<file path="config.mk">
export PLATFORM = sky130hd
export DESIGN_NAME = pfd_top
export DESIGN_NICKNAME = d
export VERILOG_FILES = /design/src/rtl/pfd_pkg.sv /design/src/rtl/pfd_edge_sync.sv /design/src/rtl/pfd_top.sv
export SDC_FILE = /design/constraint.sdc
export NUM_CORES = 1
export LEC_CHECK = 0
export ABC_AREA = 1
export BUFFER_PORTS_ARGS = -buffer_cell sky130_fd_sc_hd__buf_4
export CELL_PAD_IN_SITES_DETAIL_PLACEMENT = 1
export CELL_PAD_IN_SITES_GLOBAL_PLACEMENT = 1
export CORE_MARGIN = 1
export CORE_UTILIZATION = 23
export DETAILED_ROUTE_END_ITERATION = 8
export MAX_ROUTING_LAYER = met4
export PLACE_DENSITY_LB_ADDON = 0.1
export SYNTH_ARGS = -nofsm -noshare
export SYNTH_HDL_FRONTEND = slang
export SYNTH_SLANG_ARGS = --single-unit
</file>
<file path="constraint.sdc">
create_clock -name I_CLK -period 1.5 [get_ports I_CLK]
set_input_delay 0.15 -clock I_CLK [delete_from_list [all_inputs] [get_ports I_CLK]]
set_output_delay 0.15 -clock I_CLK [all_outputs]
set_load 0.05 [all_outputs]
</file>
<file path="src/rtl/pfd_pkg.sv">
// constants shared by the phase/frequency detector files
// assumes a single 25 MHz system clock domain
package pfd_pkg;

    // ----------------------------------------
    // clock and prescaler
    // ----------------------------------------
    localparam int CLK_PERIOD_NS  = 40;
    localparam int PRESCALE_RATIO = 256;
    localparam int PRESCALE_W     = 8;

    // ----------------------------------------
    // charge pump drive states
    // ----------------------------------------
    localparam logic [1:0] PUMP_OFF    = 2'h0;
    localparam logic [1:0] PUMP_SOURCE = 2'h1;
    localparam logic [1:0] PUMP_SINK   = 2'h2;

    // ----------------------------------------
    // reset values
    // ----------------------------------------
    localparam logic       FLAG_RST = 1'h0;
    localparam logic [7:0] DIV_RST  = 8'h00;

endpackage : pfd_pkg

</file>
<file path="src/rtl/pfd_edge_sync.sv">
// three-stage synchroniser with rising edge detect for one pin
// assumes the pin is asynchronous to i_clk
`timescale 1ns/1ps

module pfd_edge_sync (
    input  wire logic i_clk,
    input  wire logic i_rst,
    input  wire logic i_pin,
    output logic      o_level,
    output logic      o_rise
);

    // ----------------------------------------
    // synchroniser chain
    // ----------------------------------------
    logic s1_q;
    logic s2_q;
    logic s3_q;
    logic lvl_q;

    // first stage feeds only the second stage
    always_ff @(posedge i_clk or posedge i_rst) begin
        if (i_rst) begin
            s1_q <= 1'h0;
            s2_q <= 1'h0;
            s3_q <= 1'h0;
        end else begin
            s1_q <= i_pin;
            s2_q <= s1_q;
            s3_q <= s2_q;
        end
    end

    // level changes only when stages two and three agree
    always_ff @(posedge i_clk or posedge i_rst) begin
        if (i_rst) begin
            lvl_q <= 1'h0;
        end else if (s2_q == s3_q) begin
            lvl_q <= s3_q;
        end
    end

    assign o_level = lvl_q;
    // rise seen the cycle the agreed level moves up
    assign o_rise  = (s2_q == s3_q) && s3_q && !lvl_q;

endmodule // pfd_edge_sync

</file>
<file path="src/rtl/pfd_top.sv">
// phase/frequency detector with divide-by-256 prescaler and tri-state pump
// assumes both pins are slow against the 25 MHz clock, so every edge is seen
`timescale 1ns/1ps

module pfd_top #(
    parameter int DIV_RATIO = pfd_pkg::PRESCALE_RATIO
) (
    input  wire logic I_CLK,
    input  wire logic I_RST,
    input  wire logic I_VCO_IN,
    input  wire logic I_REF_OSC_IN,
    output logic      O_REF_OSC_FEEDBACK_OUT,
    output logic      O_DIVIDED_VCO_SIGNAL,
    output logic      O_REFERENCE_SIGNAL,
    output logic      O_PHASE_ERROR_OUT_O,
    output logic      O_PHASE_ERROR_OUT_OE,
    output logic      O_PUMP_SINK,
    output logic      O_PUMP_SOURCE
);

    // ----------------------------------------
    // parameter check
    // ----------------------------------------
    // divider is a power of two that fits the counter
    if (DIV_RATIO < 2 || DIV_RATIO > (1 << pfd_pkg::PRESCALE_W) ||
        (DIV_RATIO & (DIV_RATIO - 1)) != 0) begin : g_bad_div
        $error("DIV_RATIO must be a power of two from 2 to 256");
    end

    // counter width taken once, so the casts below stay short
    localparam int CNT_W = pfd_pkg::PRESCALE_W;

    localparam logic [CNT_W-1:0] DIV_HALF = CNT_W'(DIV_RATIO / 2);
    localparam logic [CNT_W-1:0] DIV_LAST = CNT_W'(DIV_RATIO - 1);
    localparam logic [CNT_W-1:0] CNT_ONE  = CNT_W'(1);

    // ----------------------------------------
    // helper functions
    // ----------------------------------------
    // next prescaler count; wraps to zero after the last vco edge of a cycle
    function automatic logic [CNT_W-1:0] next_count(input logic [CNT_W-1:0] cnt);
        return (cnt == DIV_LAST) ? pfd_pkg::DIV_RST : cnt + CNT_ONE;
    endfunction

    // pump code from the two flags; none or both leaves the pin floating
    function automatic logic [1:0] pump_code(input logic up, input logic dn);
        logic [1:0] code;
        code = pfd_pkg::PUMP_OFF;
        unique case ({up, dn})
            2'h2:    code = pfd_pkg::PUMP_SOURCE;
            2'h1:    code = pfd_pkg::PUMP_SINK;
            default: code = pfd_pkg::PUMP_OFF;
        endcase
        return code;
    endfunction

    // drive decode shared by the pin and the indicator registers
    function automatic logic pump_is(input logic [1:0] code, input logic [1:0] kind);
        return code == kind;
    endfunction

    // ----------------------------------------
    // input synchronisers
    // ----------------------------------------
    logic vco_rise;
    logic ref_lvl;
    logic ref_rise;

    pfd_edge_sync u_vco_sync (
        .i_clk   (I_CLK),
        .i_rst   (I_RST),
        .i_pin   (I_VCO_IN),
        .o_level (),
        .o_rise  (vco_rise)
    );

    // reference buffer stage: synchronised copy of the oscillator pin
    pfd_edge_sync u_ref_sync (
        .i_clk   (I_CLK),
        .i_rst   (I_RST),
        .i_pin   (I_REF_OSC_IN),
        .o_level (ref_lvl),
        .o_rise  (ref_rise)
    );

    // ----------------------------------------
    // prescaler
    // ----------------------------------------
    logic [pfd_pkg::PRESCALE_W-1:0] div_cnt_q;
    logic                           div_out_q;
    logic                           div_rise;

    // counts vco rising edges, output high for the second half of the count
    always_ff @(posedge I_CLK or posedge I_RST) begin
        if (I_RST) begin
            div_cnt_q <= pfd_pkg::DIV_RST;
        end else if (vco_rise) begin
            div_cnt_q <= next_count(div_cnt_q);
        end
    end

    // divided output rises once per DIV_RATIO vco edges
    assign div_rise = vco_rise && (div_cnt_q == DIV_HALF - CNT_ONE);

    always_ff @(posedge I_CLK or posedge I_RST) begin
        if (I_RST) begin
            div_out_q <= pfd_pkg::FLAG_RST;
        end else if (vco_rise) begin
            div_out_q <= (div_cnt_q >= DIV_HALF - CNT_ONE) && (div_cnt_q != DIV_LAST);
        end
    end

    // ----------------------------------------
    // edge flags
    // ----------------------------------------
    logic up_q;   // reference edge seen first
    logic dn_q;   // divided vco edge seen first
    logic up_d;
    logic dn_d;

    // each flag sets on its own edge; both clear once both are set, so a
    // lagging edge ends the pulse in the same cycle it arrives
    always_comb begin
        up_d = up_q || ref_rise;
        dn_d = dn_q || div_rise;
        if (up_d && dn_d) begin
            up_d = 1'h0;
            dn_d = 1'h0;
        end
    end

    // a flag that stays set across several edges of the other input would
    // lose range; clearing on the pair keeps the full +/- 2 pi window
    always_ff @(posedge I_CLK or posedge I_RST) begin
        if (I_RST) begin
            up_q <= pfd_pkg::FLAG_RST;
            dn_q <= pfd_pkg::FLAG_RST;
        end else begin
            up_q <= up_d;
            dn_q <= dn_d;
        end
    end

    // ----------------------------------------
    // charge pump drive
    // ----------------------------------------
    logic [1:0] pump_d;

    // one flag alone drives; none or both leaves the pin floating
    always_comb begin
        pump_d = pump_code(up_d, dn_d);
    end

    // pin drive: enable high while the pump sinks or sources, so the loop
    // filter sees high impedance whenever the flags agree
    always_ff @(posedge I_CLK or posedge I_RST) begin
        if (I_RST) begin
            O_PHASE_ERROR_OUT_OE <= 1'h0;
            O_PHASE_ERROR_OUT_O  <= 1'h0;
        end else begin
            O_PHASE_ERROR_OUT_OE <= !pump_is(pump_d, pfd_pkg::PUMP_OFF);
            O_PHASE_ERROR_OUT_O  <= pump_is(pump_d, pfd_pkg::PUMP_SOURCE);
        end
    end

    // indicators follow the next flag state, so width equals edge spacing;
    // widths are whole clocks, any finer phase error is lost
    always_ff @(posedge I_CLK or posedge I_RST) begin
        if (I_RST) begin
            O_PUMP_SOURCE <= 1'h0;
            O_PUMP_SINK   <= 1'h0;
        end else begin
            O_PUMP_SOURCE <= pump_is(pump_d, pfd_pkg::PUMP_SOURCE);
            O_PUMP_SINK   <= pump_is(pump_d, pfd_pkg::PUMP_SINK);
        end
    end

    // ----------------------------------------
    // monitor outputs
    // ----------------------------------------
    // feedback pin is the inverted reference, as the oscillator amplifier does
    always_ff @(posedge I_CLK or posedge I_RST) begin
        if (I_RST) begin
            O_REF_OSC_FEEDBACK_OUT <= 1'h1;
        end else begin
            O_REF_OSC_FEEDBACK_OUT <= !ref_lvl;
        end
    end

    // buffered reference exactly as the detector sees it
    always_ff @(posedge I_CLK or posedge I_RST) begin
        if (I_RST) begin
            O_REFERENCE_SIGNAL <= 1'h0;
        end else begin
            O_REFERENCE_SIGNAL <= ref_lvl;
        end
    end

    // divided vco, high for the second half of each count cycle
    always_ff @(posedge I_CLK or posedge I_RST) begin
        if (I_RST) begin
            O_DIVIDED_VCO_SIGNAL <= 1'h0;
        end else begin
            O_DIVIDED_VCO_SIGNAL <= div_out_q;
        end
    end

endmodule // pfd_top

</file>
Yosys cells after proc, flatten, opt, wreduce, memory -nomap -nowiden
Cells that the tools add are included.
{ "totals": {"wordCells": 46, "out_inout_bits": 7, "input_bits": 4, "register_bits": 25} }
{ "classes": {"magnitude_cmp": 1, "add_sub_neg": 1, "muxes": 4, "reduce_logical": 13, "n_eq_ne": 9} }
{ "op_table": {"columns": ["op", "n"], "rows": [
  ["adder 8 x 1 -> 8 bit (second input constant)", 1],
  ["equality test 8 x 7 -> 1 bit (second input constant)", 1],
  ["equality test 8 bit (second input constant)", 1],
  [">= comparator 8 x 7 -> 1 bit (second input constant)", 1],
  ["2-to-1 mux 8 bit", 1],
  ["inequality test 8 bit (second input constant)", 1],
  ["logical AND 1 bit", 7],
  ["equality test 2 x 1 -> 1 bit (second input constant)", 2],
  ["equality test 2 bit (second input constant)", 2],
  ["case mux 2 bit (2 select lines)", 1],
  ["logical NOT 1 bit", 3],
  ["equality test 1 bit", 2],
  ["logical NOT 2 bit", 1],
  ["logical OR 1 bit", 2],
  ["2-to-1 mux 1 bit", 2]
]} }

Longest topological paths before layout
Gate-level depths: netlist (run 1).
{ "depth": {"ltp_word": 11, "mapped_depth": 7, "ltp_nobuf": 7} }

Modules after synthesis
Synthesis (run 1) repeated with hierarchy kept, for this count alone.
{ "hier_totals": {"cells_unflattened": 104, "area_unflattened_um2": 985.9} }
{ "by_module_without_submodules": {"columns": ["mod", "instances", "seq_area_each_um2", "area_per_inst_um2", "cells_per_inst"], "rows": [
  ["pfd_top", 1, 376.6, 708.2, 80],
  ["pfd_edge_sync", 2, 100.1, 138.9, 12]
]} }

Worst setup path before layout (run 1)
No wires, ideal clock.
{ "synth_timing": {"path_type": "register -> register", "startpoint": "reg div_cnt_q[0] (netlist bit)", "endpoint": "reg O_PHASE_ERROR_OUT_OE", "path_slack_ns": 0.112, "period_less_slack_ns": 1.388, "required_time_ns": 1.437, "n_path_buf": 0, "setup_time_ns": 0.063, "stages_incl_launch_ff": 8, "arrival_time_ns": 1.325, "cell_sequence": "dfrtp_1 ha_1 nand2_1 nor3_4 nand2_2 o21ai_2 ha_1 inv_1"} }
{ "synth_via": {"elab_chain_cells": 9, "elab_cells_between_ends": 11, "classes_between": "eq/ne (3); mux (3); reduce/logical (5)"} }
{ "synth_rtl": {"columns": ["element", "line", "source"], "rows": [
  ["start, declared", "pfd_top.sv:89", "logic [pfd_pkg::PRESCALE_W-1:0] div_cnt_q;"],
  ["start signal, assigned", "pfd_top.sv:96", "div_cnt_q <= pfd_pkg::DIV_RST;"],
  ["start signal, assigned", "pfd_top.sv:98", "div_cnt_q <= next_count(div_cnt_q);"],
  ["equality test 8 x 7 -> 1 bit *", "pfd_top.sv:103", "assign div_rise = vco_rise && (div_cnt_q == DIV_HALF - CNT_ONE);"],
  ["logical AND 1 bit *", "pfd_top.sv:103", null],
  ["logical OR 1 bit *", "pfd_top.sv:125", "dn_d = dn_q || div_rise;"],
  ["logical AND 1 bit", "pfd_top.sv:126", "if (up_d && dn_d) begin"],
  ["2-to-1 mux 1 bit", "pfd_top.sv:126", null],
  ["equality test 2 x 1 -> 1 bit or equality test 2 bit (tied branches)", "pfd_top.sv:49", "unique case ({up, dn})"],
  ["case mux 2 bit (2 select lines) *", "pfd_top.sv:49", null],
  ["logical NOT 2 bit *", "pfd_top.sv:59", "return code == kind;"],
  ["logical NOT 1 bit *", "pfd_top.sv:161", "O_PHASE_ERROR_OUT_OE <= !pump_is(pump_d, pfd_pkg::PUMP_OFF);"],
  ["end signal, assigned", "pfd_top.sv:161", null],
  ["end, declared", "pfd_top.sv:16", "output logic O_PHASE_ERROR_OUT_OE,"]
]} }
Mark *: on every way between the ends. The rest lies on a longest branch, timed or not.
A chain may end at the register's enable or synchronous reset.

Worst setup path in the final report (run 1)
Same ends and word-level chain as after synthesis.

==> results of run 1 <==
[per-layer routing]
| layer | routed length (um) | track usage (%) | share of wire, % | up-vias |
|---|---|---|---|---|
| met5 | 0 | - | 0 | - |
| met4 | 52 | 7.34 | 3.0 | 0 |
| met3 | 49 | 2.08 | 2.8 | 4 |
| met2 | 800 | 16.0 | 46 | 7 |
| met1 | 835 | 12.2 | 48 | 324 |
| li1 | - | - | - | 326 |
[metrics by stage]
stage	setup TNS, ns	area [um^2]	std cells	setup slack (ns)	total power, uW
2_1_floorplan	0	928	89	0.112	934
3_5_place_dp	0	1090	150	0.00268	1010
6_report	0	1210	162	0.0447	1470
4_1_cts	0	1180	159	0.0270	1460
3_3_place_gp	0	1090	150	0.0252	1010
5_1_grt	-0.0519	1210	162	-0.0477	1570
[final cells by class]
type | instances | area [um^2]
flip-flops and latches | 23 | 577
well taps | 48 | 60.1
repair buffers | 22 | 173
clock inverters | 1 | 7.51
clock buffers | 3 | 41.3
fillers | 429 | 2560
inverters | 13 | 48.8
multi-input cells | 52 | 303
[logic make-up after synthesis]
family,count (synthesis)
buf+inv,14
fa+ha+maj,5
compound gates,7
flops,23
simple gates,37
xor+xnor,3
[synth_stat cells]
library cell / number / area share (%)
o21ai_2: 1 / 0.94
o21a_1: 1 / 0.81
a21oi_1: 5 / 2.7
nor2_2: 1 / 0.67
dfrtp_1: 22 / 59
ha_1: 5 / 6.7
nand2_1: 19 / 7.7
nor3_1: 1 / 0.54
xor2_1: 2 / 1.9
nand2_2: 1 / 0.67
nor3_4: 1 / 1.8
xnor2_1: 1 / 0.94
nor2_1: 8 / 3.2
inv_1: 11 / 4.4
inv_2: 2 / 0.81
buf_4: 1 / 0.81
dfstp_2: 1 / 2.8
nand3_1: 6 / 3.2
[power by group through the flow]
stage	logic, uW	registers [uW]	clock network, uW
3_5_place_dp	232	779	0
3_3_place_gp	228	780	0
5_1_grt	349	775	450
4_1_cts	282	760	420
2_1_floorplan	137	797	0
6_report	311	764	396
[path summary, 6_finish.rpt]
path,start,endpoint,depth (start not counted)
max,div_cnt_q[0]$_DFFE_PP0P_,O_PHASE_ERROR_OUT_OE$_DFF_PP0_,7
min,u_vco_sync.s1_q$_DFF_PP0_,u_vco_sync.s2_q$_DFF_PP0_,0
max reg2reg,div_cnt_q[0]$_DFFE_PP0P_,O_PHASE_ERROR_OUT_OE$_DFF_PP0_,7
min reg2reg,u_vco_sync.s1_q$_DFF_PP0_,u_vco_sync.s2_q$_DFF_PP0_,0
max in group asynchronous,I_RST,O_REF_OSC_FEEDBACK_OUT$_DFF_PP1_,4
min in group asynchronous,I_RST,div_out_q$_DFFE_PP0P_,4
[worst register-to-register path, stage by stage (launching register included)]
cell and delay, ns:
dfrtp_1 0.36, ha_2 0.19, nand2_2 0.08, nor3_4 0.21, nand2_2 0.09, o21ai_2 0.17
ha_1 0.25, inv_1 0.05
[timing repair]
item                       CTS  global route
pin swaps                    0             4
setup endpoints to repair    1             2
hold endpoints to repair    24             0
resized for setup            0             3
hold buffers                 3             0
setup buffers                2             3
[cells in the final DEF (no fill, tap or decap), drive strengths merged]
| cell type | instances |
|---|---|
| dfrtp | 22 |
| nand2 | 20 |
| buf | 19 |
| inv | 13 |
| nor2 | 9 |
| nand3 | 6 |
| a21oi | 5 |
| ha | 5 |
| clkbuf | 3 |
| dlygate4sd3 | 3 |
| xor2 | 2 |
| nor3 | 2 |
| dfstp | 1 |
| xnor2 | 1 |
| o21ai | 1 |
| o21a | 1 |
| clkinvlp | 1 |
==> impl_metrics.ini, run 1 <==
[critical_path]
cpMaxStageDelayCell = dfrtp_1
timing.critical_path.from_type = flop
timing.critical_path.arrival_ns = 1.67
ff2ff_setup_slack_ns = 0.04
criticalPathCategory = flop to flop
cp_data_required_time_ns = 1.72
timing.critical_path.max_delay_family = adder cells
worstSetupEndpointType = flop
cp_max_fo = 2
critical_path.cell_chain = ha_2 -> nand2_2 -> nor3_4 -> nand2_2 -> o21ai_2 -> ha_1 -> inv_1
path_buf_inv = 1
crit_top_cell = nand2_2
max_incr_delay_on_cp_ns = 0.36

[placed_design]
dpl.hpwl_mm = 1.24
routabilityCongestion = 0.641
place.port_buffers = 10

[cts]
cts_buffer_depth = 2
ctsHtreeMaxLevel = 1
clkTransAtPathRegs_ns = 0.09
tritoncts_clock_tree = yes
clock-sinks = 23
numCtsBuffers = 3
worstSkewPairLatency_ns = 0.27
clockRootBuffer = clkbuf_8

[yosys]
combinational_family_with_the_most_area_after_synthesis = simple AND/OR/NAND/NOR gates
ys_types = 18
synthesis.area_per_instance_um2 = 10.4
netlist_instances = 89
syn_nets = 98
post_synth_mux_area_share_pct = 0
synth-seq-area-share_pct = 62.1
yosys_register_bits = 23
synth_compound_area_share_pct = 4.45
synth_area_um2 = 928
synthAdderAreaFrac_pct = 6.74
synth-xor-area-share_pct = 2.83
yosysWarnings = 0
synth_simple_gate_area_share_pct = 17.8

[timing]
setup_violations = 0
maxSlewViolCount = 0
timing_hold_violations_final = 0
final_period_minus_worst_setup_slack_ns = 1.46
fin_worst_skew_ns = 0.00435
maxSlewHeadroom_pct = 80.5
hold_ws_ns = 0.353
upper_clock_frequency_limit_mhz = 687
grt_setup_unrepaired = true
worst_pin_slew_ns = 0.292
layout_worst_path_cycle_share_pct = 97.0

[pwr]
power.internal_uw = 1040
power.leakage_uw = 0.000592
max-vdd-ir-drop_mv = 0.394
power_frac_comb_pct = 21.1
power.share.sequential_pct = 51.9
cellPowerDensity_nw_per_um2 = 1220
power.share.switching_pct = 29.5
power.net_switching_uw = 434
power.share.clock_pct = 26.9

[floorplanning]
top_level_ports = 11
die-height_um = 65.5
initial_utilization_pct = 24.6
rows = 22
core_area_um2 = 3770
dieWidth_um = 65.5
dieArea_um2 = 4290

[routing]
routed_wirelength_mm = 1.74
remaining_drc_errors = 0
via_density_per_instance = 4.08
drt_first_iter_violations = 18
drtPass1Iterations = 2
wire_per_inst_um = 10.7
detailroute.via_count = 661
final_antenna_net_count = 0

[run]
drv_cap = 0

[finish]
area_delta_synth_final_pct = 30.3
largest_register_ff_count = 8
top_register = div_cnt_q
insertedDiodeCount = 0
fin_nets = 124
post_route_cells_drive_above_1_share_pct = 28.9
post-route-util_pct = 32.1

[global_routing]
globalRoute.totalOverflow = 0
grt_first_pass_wirelength_mm = 3.16
grt_pass1_vias = 722
number_of_antenna_violations_at_the_first_check_in_global_routing = 0
track_usage_pct = 10.4
grt_max_degree = 24

[outcome]
outcome = complete, no violations

[worst_hold_path]
type_of_the_most_critical_hold_path = flop to flop
No activity file was read; power rests on OpenSTA's default activity.
==> run 2: changes to the inputs <==
--- a/config.mk
+++ b/config.mk
@@ -6,7 +6,7 @@
 export NUM_CORES = 1
 export LEC_CHECK = 0
 export ABC_AREA = 1
-export BUFFER_PORTS_ARGS = -buffer_cell sky130_fd_sc_hd__buf_4
+export BUFFER_PORTS_ARGS = -buffer_cell sky130_fd_sc_hd__buf_2
 export CELL_PAD_IN_SITES_DETAIL_PLACEMENT = 1
 export CELL_PAD_IN_SITES_GLOBAL_PLACEMENT = 1
 export CORE_MARGIN = 1
==> run 2 against run 1 <==
Against the previous run: design area decreased by 2.6%; clock power decreased by 4%; critical path depth unchanged; register-to-register slack about the same; combinational power decreased by 11%; via count decreased by 1.5%; global-route usage about the same; cell count decreased by 1.9%; critical endpoint unchanged; highest routed layer unchanged.
==> impl_metrics.ini, run 2 (synthesis results as in run 1) <==
[critical_path]
criticalPathCategory = flop to flop
timing.critical_path.from_type = flop
path_buf_inv = 1
critical_path.cell_chain = ha_2 -> nand2_2 -> nor3_4 -> nand2_2 -> o21ai_4 -> ha_4 -> inv_2
cp_max_fo = 2
max_incr_delay_on_cp_ns = 0.36
cpMaxStageDelayCell = dfrtp_1
timing.critical_path.max_delay_family = adder cells
crit_top_cell = nand2_2
cp_data_required_time_ns = 1.71
timing.critical_path.arrival_ns = 1.67
worstSetupEndpointType = flop

[floorplanning]
initial_utilization_pct = 24.6
top_level_ports = 11
die-height_um = 65.5
dieWidth_um = 65.5
core_area_um2 = 3770
rows = 22
dieArea_um2 = 4290

[routing]
drt_first_iter_violations = 7
routed_wirelength_mm = 1.79
detailroute.via_count = 651
wire_per_inst_um = 11.3
final_antenna_net_count = 0
drtPass1Iterations = 3
remaining_drc_errors = 0
via_density_per_instance = 4.09

[cts]
numCtsBuffers = 3
ctsHtreeMaxLevel = 1
clockRootBuffer = clkbuf_8
clock-sinks = 23
tritoncts_clock_tree = yes
worstSkewPairLatency_ns = 0.26
clkTransAtPathRegs_ns = 0.08
cts_buffer_depth = 2

[finish]
fin_nets = 121
most-common-layout-cells = dfrtp_1 (22), nand2_1 (18), inv_1 (10), buf_2 (10), nor2_1 (8)
post-route-util_pct = 31.3
n_fill_cell = 430
layout.cells.most_common = dfrtp_1
insertedDiodeCount = 0
largest_register_ff_count = 8
area_delta_synth_final_pct = 27.0
post_route_cells_drive_above_1_share_pct = 27.9
top_register = div_cnt_q

[timing]
worst_pin_slew_ns = 0.366
maxSlewHeadroom_pct = 75.6
final_period_minus_worst_setup_slack_ns = 1.46
grt_setup_unrepaired = true
layout_worst_path_cycle_share_pct = 97.2
setup_violations = 0
fin_worst_skew_ns = 0.00223
maxSlewViolCount = 0
upper_clock_frequency_limit_mhz = 686
hold_ws_ns = 0.357
timing_hold_violations_final = 0

[placed_design]
routabilityCongestion = 0.620
dpl.hpwl_mm = 1.28
place.port_buffers = 10

[global_routing]
grt_pass1_vias = 702
globalRoute.totalOverflow = 0
grt_first_pass_wirelength_mm = 3.24
track_usage_pct = 10.5
grt_max_degree = 24
number_of_antenna_violations_at_the_first_check_in_global_routing = 0

[pwr]
final_total_pwr_uw = 1420
power.leakage_uw = 0.000568
max-vdd-ir-drop_mv = 0.411
cellPowerDensity_nw_per_um2 = 1200

[outcome]
outcome = complete, no violations

[worst_hold_path]
type_of_the_most_critical_hold_path = flop to flop

[run]
drv_cap = 0
==> run 2: path summary, 6_finish.rpt <==
path,start,to,slack (ns),cells after the start
worst min register to register,u_ref_sync.s1_q$_DFF_PP0_,u_ref_sync.s2_q$_DFF_PP0_,0.36,0
worst min-delay path,u_ref_sync.s1_q$_DFF_PP0_,u_ref_sync.s2_q$_DFF_PP0_,0.36,0
max in group asynchronous,I_RST,O_REF_OSC_FEEDBACK_OUT$_DFF_PP1_,0.74,4
worst max register to register,div_cnt_q[0]$_DFFE_PP0P_,O_PHASE_ERROR_OUT_OE$_DFF_PP0_,0.04,7
worst max-delay path,div_cnt_q[0]$_DFFE_PP0P_,O_PHASE_ERROR_OUT_OE$_DFF_PP0_,0.04,7
min in group asynchronous,I_RST,u_vco_sync.o_level$_DFFE_PP0N_,0.47,4
==> run 2: area by class of cell <==
class | count | area [um^2] | area share [%]
flip-flops and latches | 23 | 577 | 48.9
multi-input cells | 52 | 323 | 27.4
repair buffers | 19 | 125 | 10.6
well taps | 48 | 60.1 | 5.10
inverters | 13 | 48.8 | 4.14
clock buffers | 4 | 45.0 | 3.82
==> run 2: what timing repair did <==
action | 4_1_cts | 5_1_grt
endpoints found under the setup margin | 2 | 2
buffers inserted | 2 | 0
hold buffers | 3 | 0
pin swaps | 0 | 6
endpoints found under the hold margin | 24 | 0
resized for setup | 0 | 6
==> run 2: metal layers <==
metal  part of all wire [%]  wire, um  up-vias  GRT usage, %
met1                     47       847      326          12.1
met3                    3.2        58        2          3.65
met5                      0         0        -             -
met2                     48       866        7          17.0
met4                    1.0        18        0          3.26
li1                       -         -      316             -
==> run 2: stage by stage <==
stage / instance area (um^2) / cells / TNS [ns] / setup WS, ns
3_3_place_gp: 1060 / 150 / 0 / 0.0230
2_1_floorplan: 928 / 89 / 0 / 0.112
4_1_cts: 1150 / 159 / 0 / 0.0135
3_5_place_dp: 1060 / 150 / -0.0157 / -0.0157
6_report: 1180 / 159 / 0 / 0.0418
5_1_grt: 1180 / 159 / -0.0989 / -0.0570
==> run 2: power breakdown <==
group | leakage, uW | switching, uW | internal, uW
registers | 0.000278 | 62.4 | 701
clock network | 0.0000228 | 190 | 189
logic | 0.000268 | 157 | 119
total | 0.000568 | 410 | 1010
==> run 2: worst register-to-register path: stages (launching register included) <==
cell	delay (ns)
dfrtp_1	0.36
ha_2	0.19
nand2_2	0.08
nor3_4	0.21
nand2_2	0.11
o21ai_4	0.20
ha_4	0.22
inv_2	0.04
==> run 3: changes to the inputs <==
--- a/config.mk
+++ b/config.mk
@@ -12,6 +12,7 @@
 export CORE_MARGIN = 1
 export CORE_UTILIZATION = 23
 export DETAILED_ROUTE_END_ITERATION = 8
+export GPL_ROUTABILITY_DRIVEN = 0
 export MAX_ROUTING_LAYER = met4
 export PLACE_DENSITY_LB_ADDON = 0.1
 export SYNTH_ARGS = -nofsm -noshare
==> constraint.sdc (replaced) <==
create_clock -name I_CLK -period 1.5 [get_ports I_CLK]
set_input_delay 0.225 -clock I_CLK [delete_from_list [all_inputs] [get_ports I_CLK]]
set_output_delay 0.225 -clock I_CLK [all_outputs]
set_load 0.05 [all_outputs]
==> run 3 against run 2 <==
Against the previous run: the run now ends with negative hold slack left; design area is 2.5% lower; clock skew hardly changed; maximum frequency hardly changed; wire length is 2.8% lower; critical endpoint unchanged; critical path depth stayed put; global-route usage is 0.23 points lower; sequential cell count stayed put.
==> impl_metrics.ini, run 3 (synthesis results as in run 1) <==
[finish]
layout.cells.most_common = dfrtp_1
fin_nets = 118
design_area_um2 = 1150
area_delta_synth_final_pct = 23.7
most-common-layout-cells = dfrtp_1 (22), nand2_1 (18), inv_1 (10), buf_2 (10), nor2_1 (8)
largest_register_ff_count = 8
register_area_um2 = 577
top_register = div_cnt_q
n_fill_cell = 430
post-route-util_pct = 30.5
post_route_cells_drive_above_1_share_pct = 28.7
insertedDiodeCount = 0
multi_input_gate_area_um2 = 323

[timing]
worst_pin_slew_ns = 0.366
timing_hold_violations_final = 22
upper_clock_frequency_limit_mhz = 686
grt_setup_unrepaired = true
maxSlewHeadroom_pct = 75.6
maxSlewViolCount = 0
fin_worst_skew_ns = 0.00246
hold_ws_ns = -0.00722
layout_worst_path_cycle_share_pct = 97.2
final_period_minus_worst_setup_slack_ns = 1.46
setup_violations = 0
totalNegativeSetupSlack_ns = 0

[pwr]
power.leakage_uw = 0.000556
max-vdd-ir-drop_mv = 0.411
cellPowerDensity_nw_per_um2 = 1230

[cts]
cts_buffer_depth = 2
ctsHtreeMaxLevel = 1
clkTransAtPathRegs_ns = 0.08
tritoncts_clock_tree = yes
clock-sinks = 23
clockRootBuffer = clkbuf_8
hold_buf_cts = 0
numCtsBuffers = 3
worstSkewPairLatency_ns = 0.26

[run]
drv_cap = 0

[global_routing]
grt_max_degree = 24
grt_first_pass_wirelength_mm = 3.17
grt_pass1_vias = 690
number_of_antenna_violations_at_the_first_check_in_global_routing = 0
track_usage_pct = 10.2
globalRoute.totalOverflow = 0

[placed_design]
dpl.hpwl_mm = 1.28
place.port_buffers = 10
dpl-instance-area_um2 = 1060

[critical_path]
rr_startpoint = div_cnt_q[0]$_DFFE_PP0P_
timing.critical_path.max_delay_family = adder cells
criticalPathCategory = flop to flop
cpMaxStageDelayCell = dfrtp_1
critical_path.cell_chain = ha_2 -> nand2_2 -> nor3_4 -> nand2_2 -> o21ai_4 -> ha_4 -> inv_2
crit_path_start = div_cnt_q[0]$_DFFE_PP0P_
path_buf_inv = 1
crit_top_cell = nand2_2
cp_data_required_time_ns = 1.71
cp_max_fo = 2
timing.critical_path.from_type = flop
timing.critical_path.arrival_ns = 1.67
max_incr_delay_on_cp_ns = 0.36
worstSetupEndpointType = flop

[floorplanning]
top_level_ports = 11
dieWidth_um = 65.5
initial_utilization_pct = 24.6
die-height_um = 65.5
core_area_um2 = 3770
rows = 22
dieArea_um2 = 4290

[routing]
detailroute.via_count = 641
drt_first_iter_violations = 8
via_density_per_instance = 4.11
remaining_drc_errors = 0
drtPass1Iterations = 3
wire_per_inst_um = 11.1
routed_wirelength_mm = 1.74
final_antenna_net_count = 0

[outcome]
failed_checks = negative hold slack
outcome = complete, but fails checks

[worst_hold_path]
type_of_the_most_critical_hold_path = input pin to async pin
run 3: cell types whose count changed in the layout (fill, tap and decap cells not counted), sizes merged:
| cell | before | now |
|---|---|---|
| dlygate4sd3 | 3 | 0 |
run 3: layout make-up:
cell class              count  area share [%]
repair buffers             16            8.28
inverters                  13            4.25
clock buffers               4            3.92
flip-flops and latches     23            50.2
well taps                  48            5.23
multi-input cells          52            28.1
run 3: routing by layer:
| metal | vias to the layer above | share of wire, % | global-route usage [%] |
|---|---|---|---|
| met5 | - | 0 | - |
| met4 | 0 | 1.0 | 3.26 |
| met3 | 2 | 3.3 | 3.65 |
| met2 | 7 | 48 | 16.5 |
| met1 | 322 | 48 | 11.8 |
| li1 | 310 | - | - |
run 3: worst register-to-register path, cell delays in order (launching register included):
cell,delay (ns)
dfrtp_1,0.36
ha_2,0.19
nand2_2,0.08
nor3_4,0.21
nand2_2,0.11
o21ai_4,0.20
ha_4,0.22
inv_2,0.04
run 3: through the flow:
step                      cells  power (uW)  hold WS (ns)  setup WS (ns)
final                       156        1410      -0.00722         0.0421
after floorplan              89         934         0.226          0.112
after global placement      150        1000         0.285         0.0230
after global routing        156        1530        0.0165        -0.0570
after CTS                   156        1440       0.00108         0.0135
after detailed placement    150        1010         0.293        -0.0157
run 3: worst paths after layout:
check                                                   end  depth (start not counted)  slack, ns
hold / removal               u_vco_sync.o_level$_DFFE_PP0N_                          3     -0.007
min in group I_CLK                u_ref_sync.s1_q$_DFF_PP0_                          1       0.06
hold reg to reg                   u_ref_sync.s2_q$_DFF_PP0_                          0       0.36
setup / recovery             O_PHASE_ERROR_OUT_OE$_DFF_PP0_                          7       0.04
max in group asynchronous  O_REF_OSC_FEEDBACK_OUT$_DFF_PP1_                          3       1.22
setup reg to reg             O_PHASE_ERROR_OUT_OE$_DFF_PP0_                          7       0.04
run 3: what timing repair did:
action | 4_1_cts | 5_1_grt
resized for setup | 0 | 6
pin swaps | 0 | 6
buffers inserted | 2 | 0
endpoints found under the setup margin | 2 | 2
run 3: power by group:
group	internal, uW	switching [uW]	total (uW)
Sequential	701	62.3	764
Combinational	113	156	269
Clock	189	190	379
Total	1000	408	1410
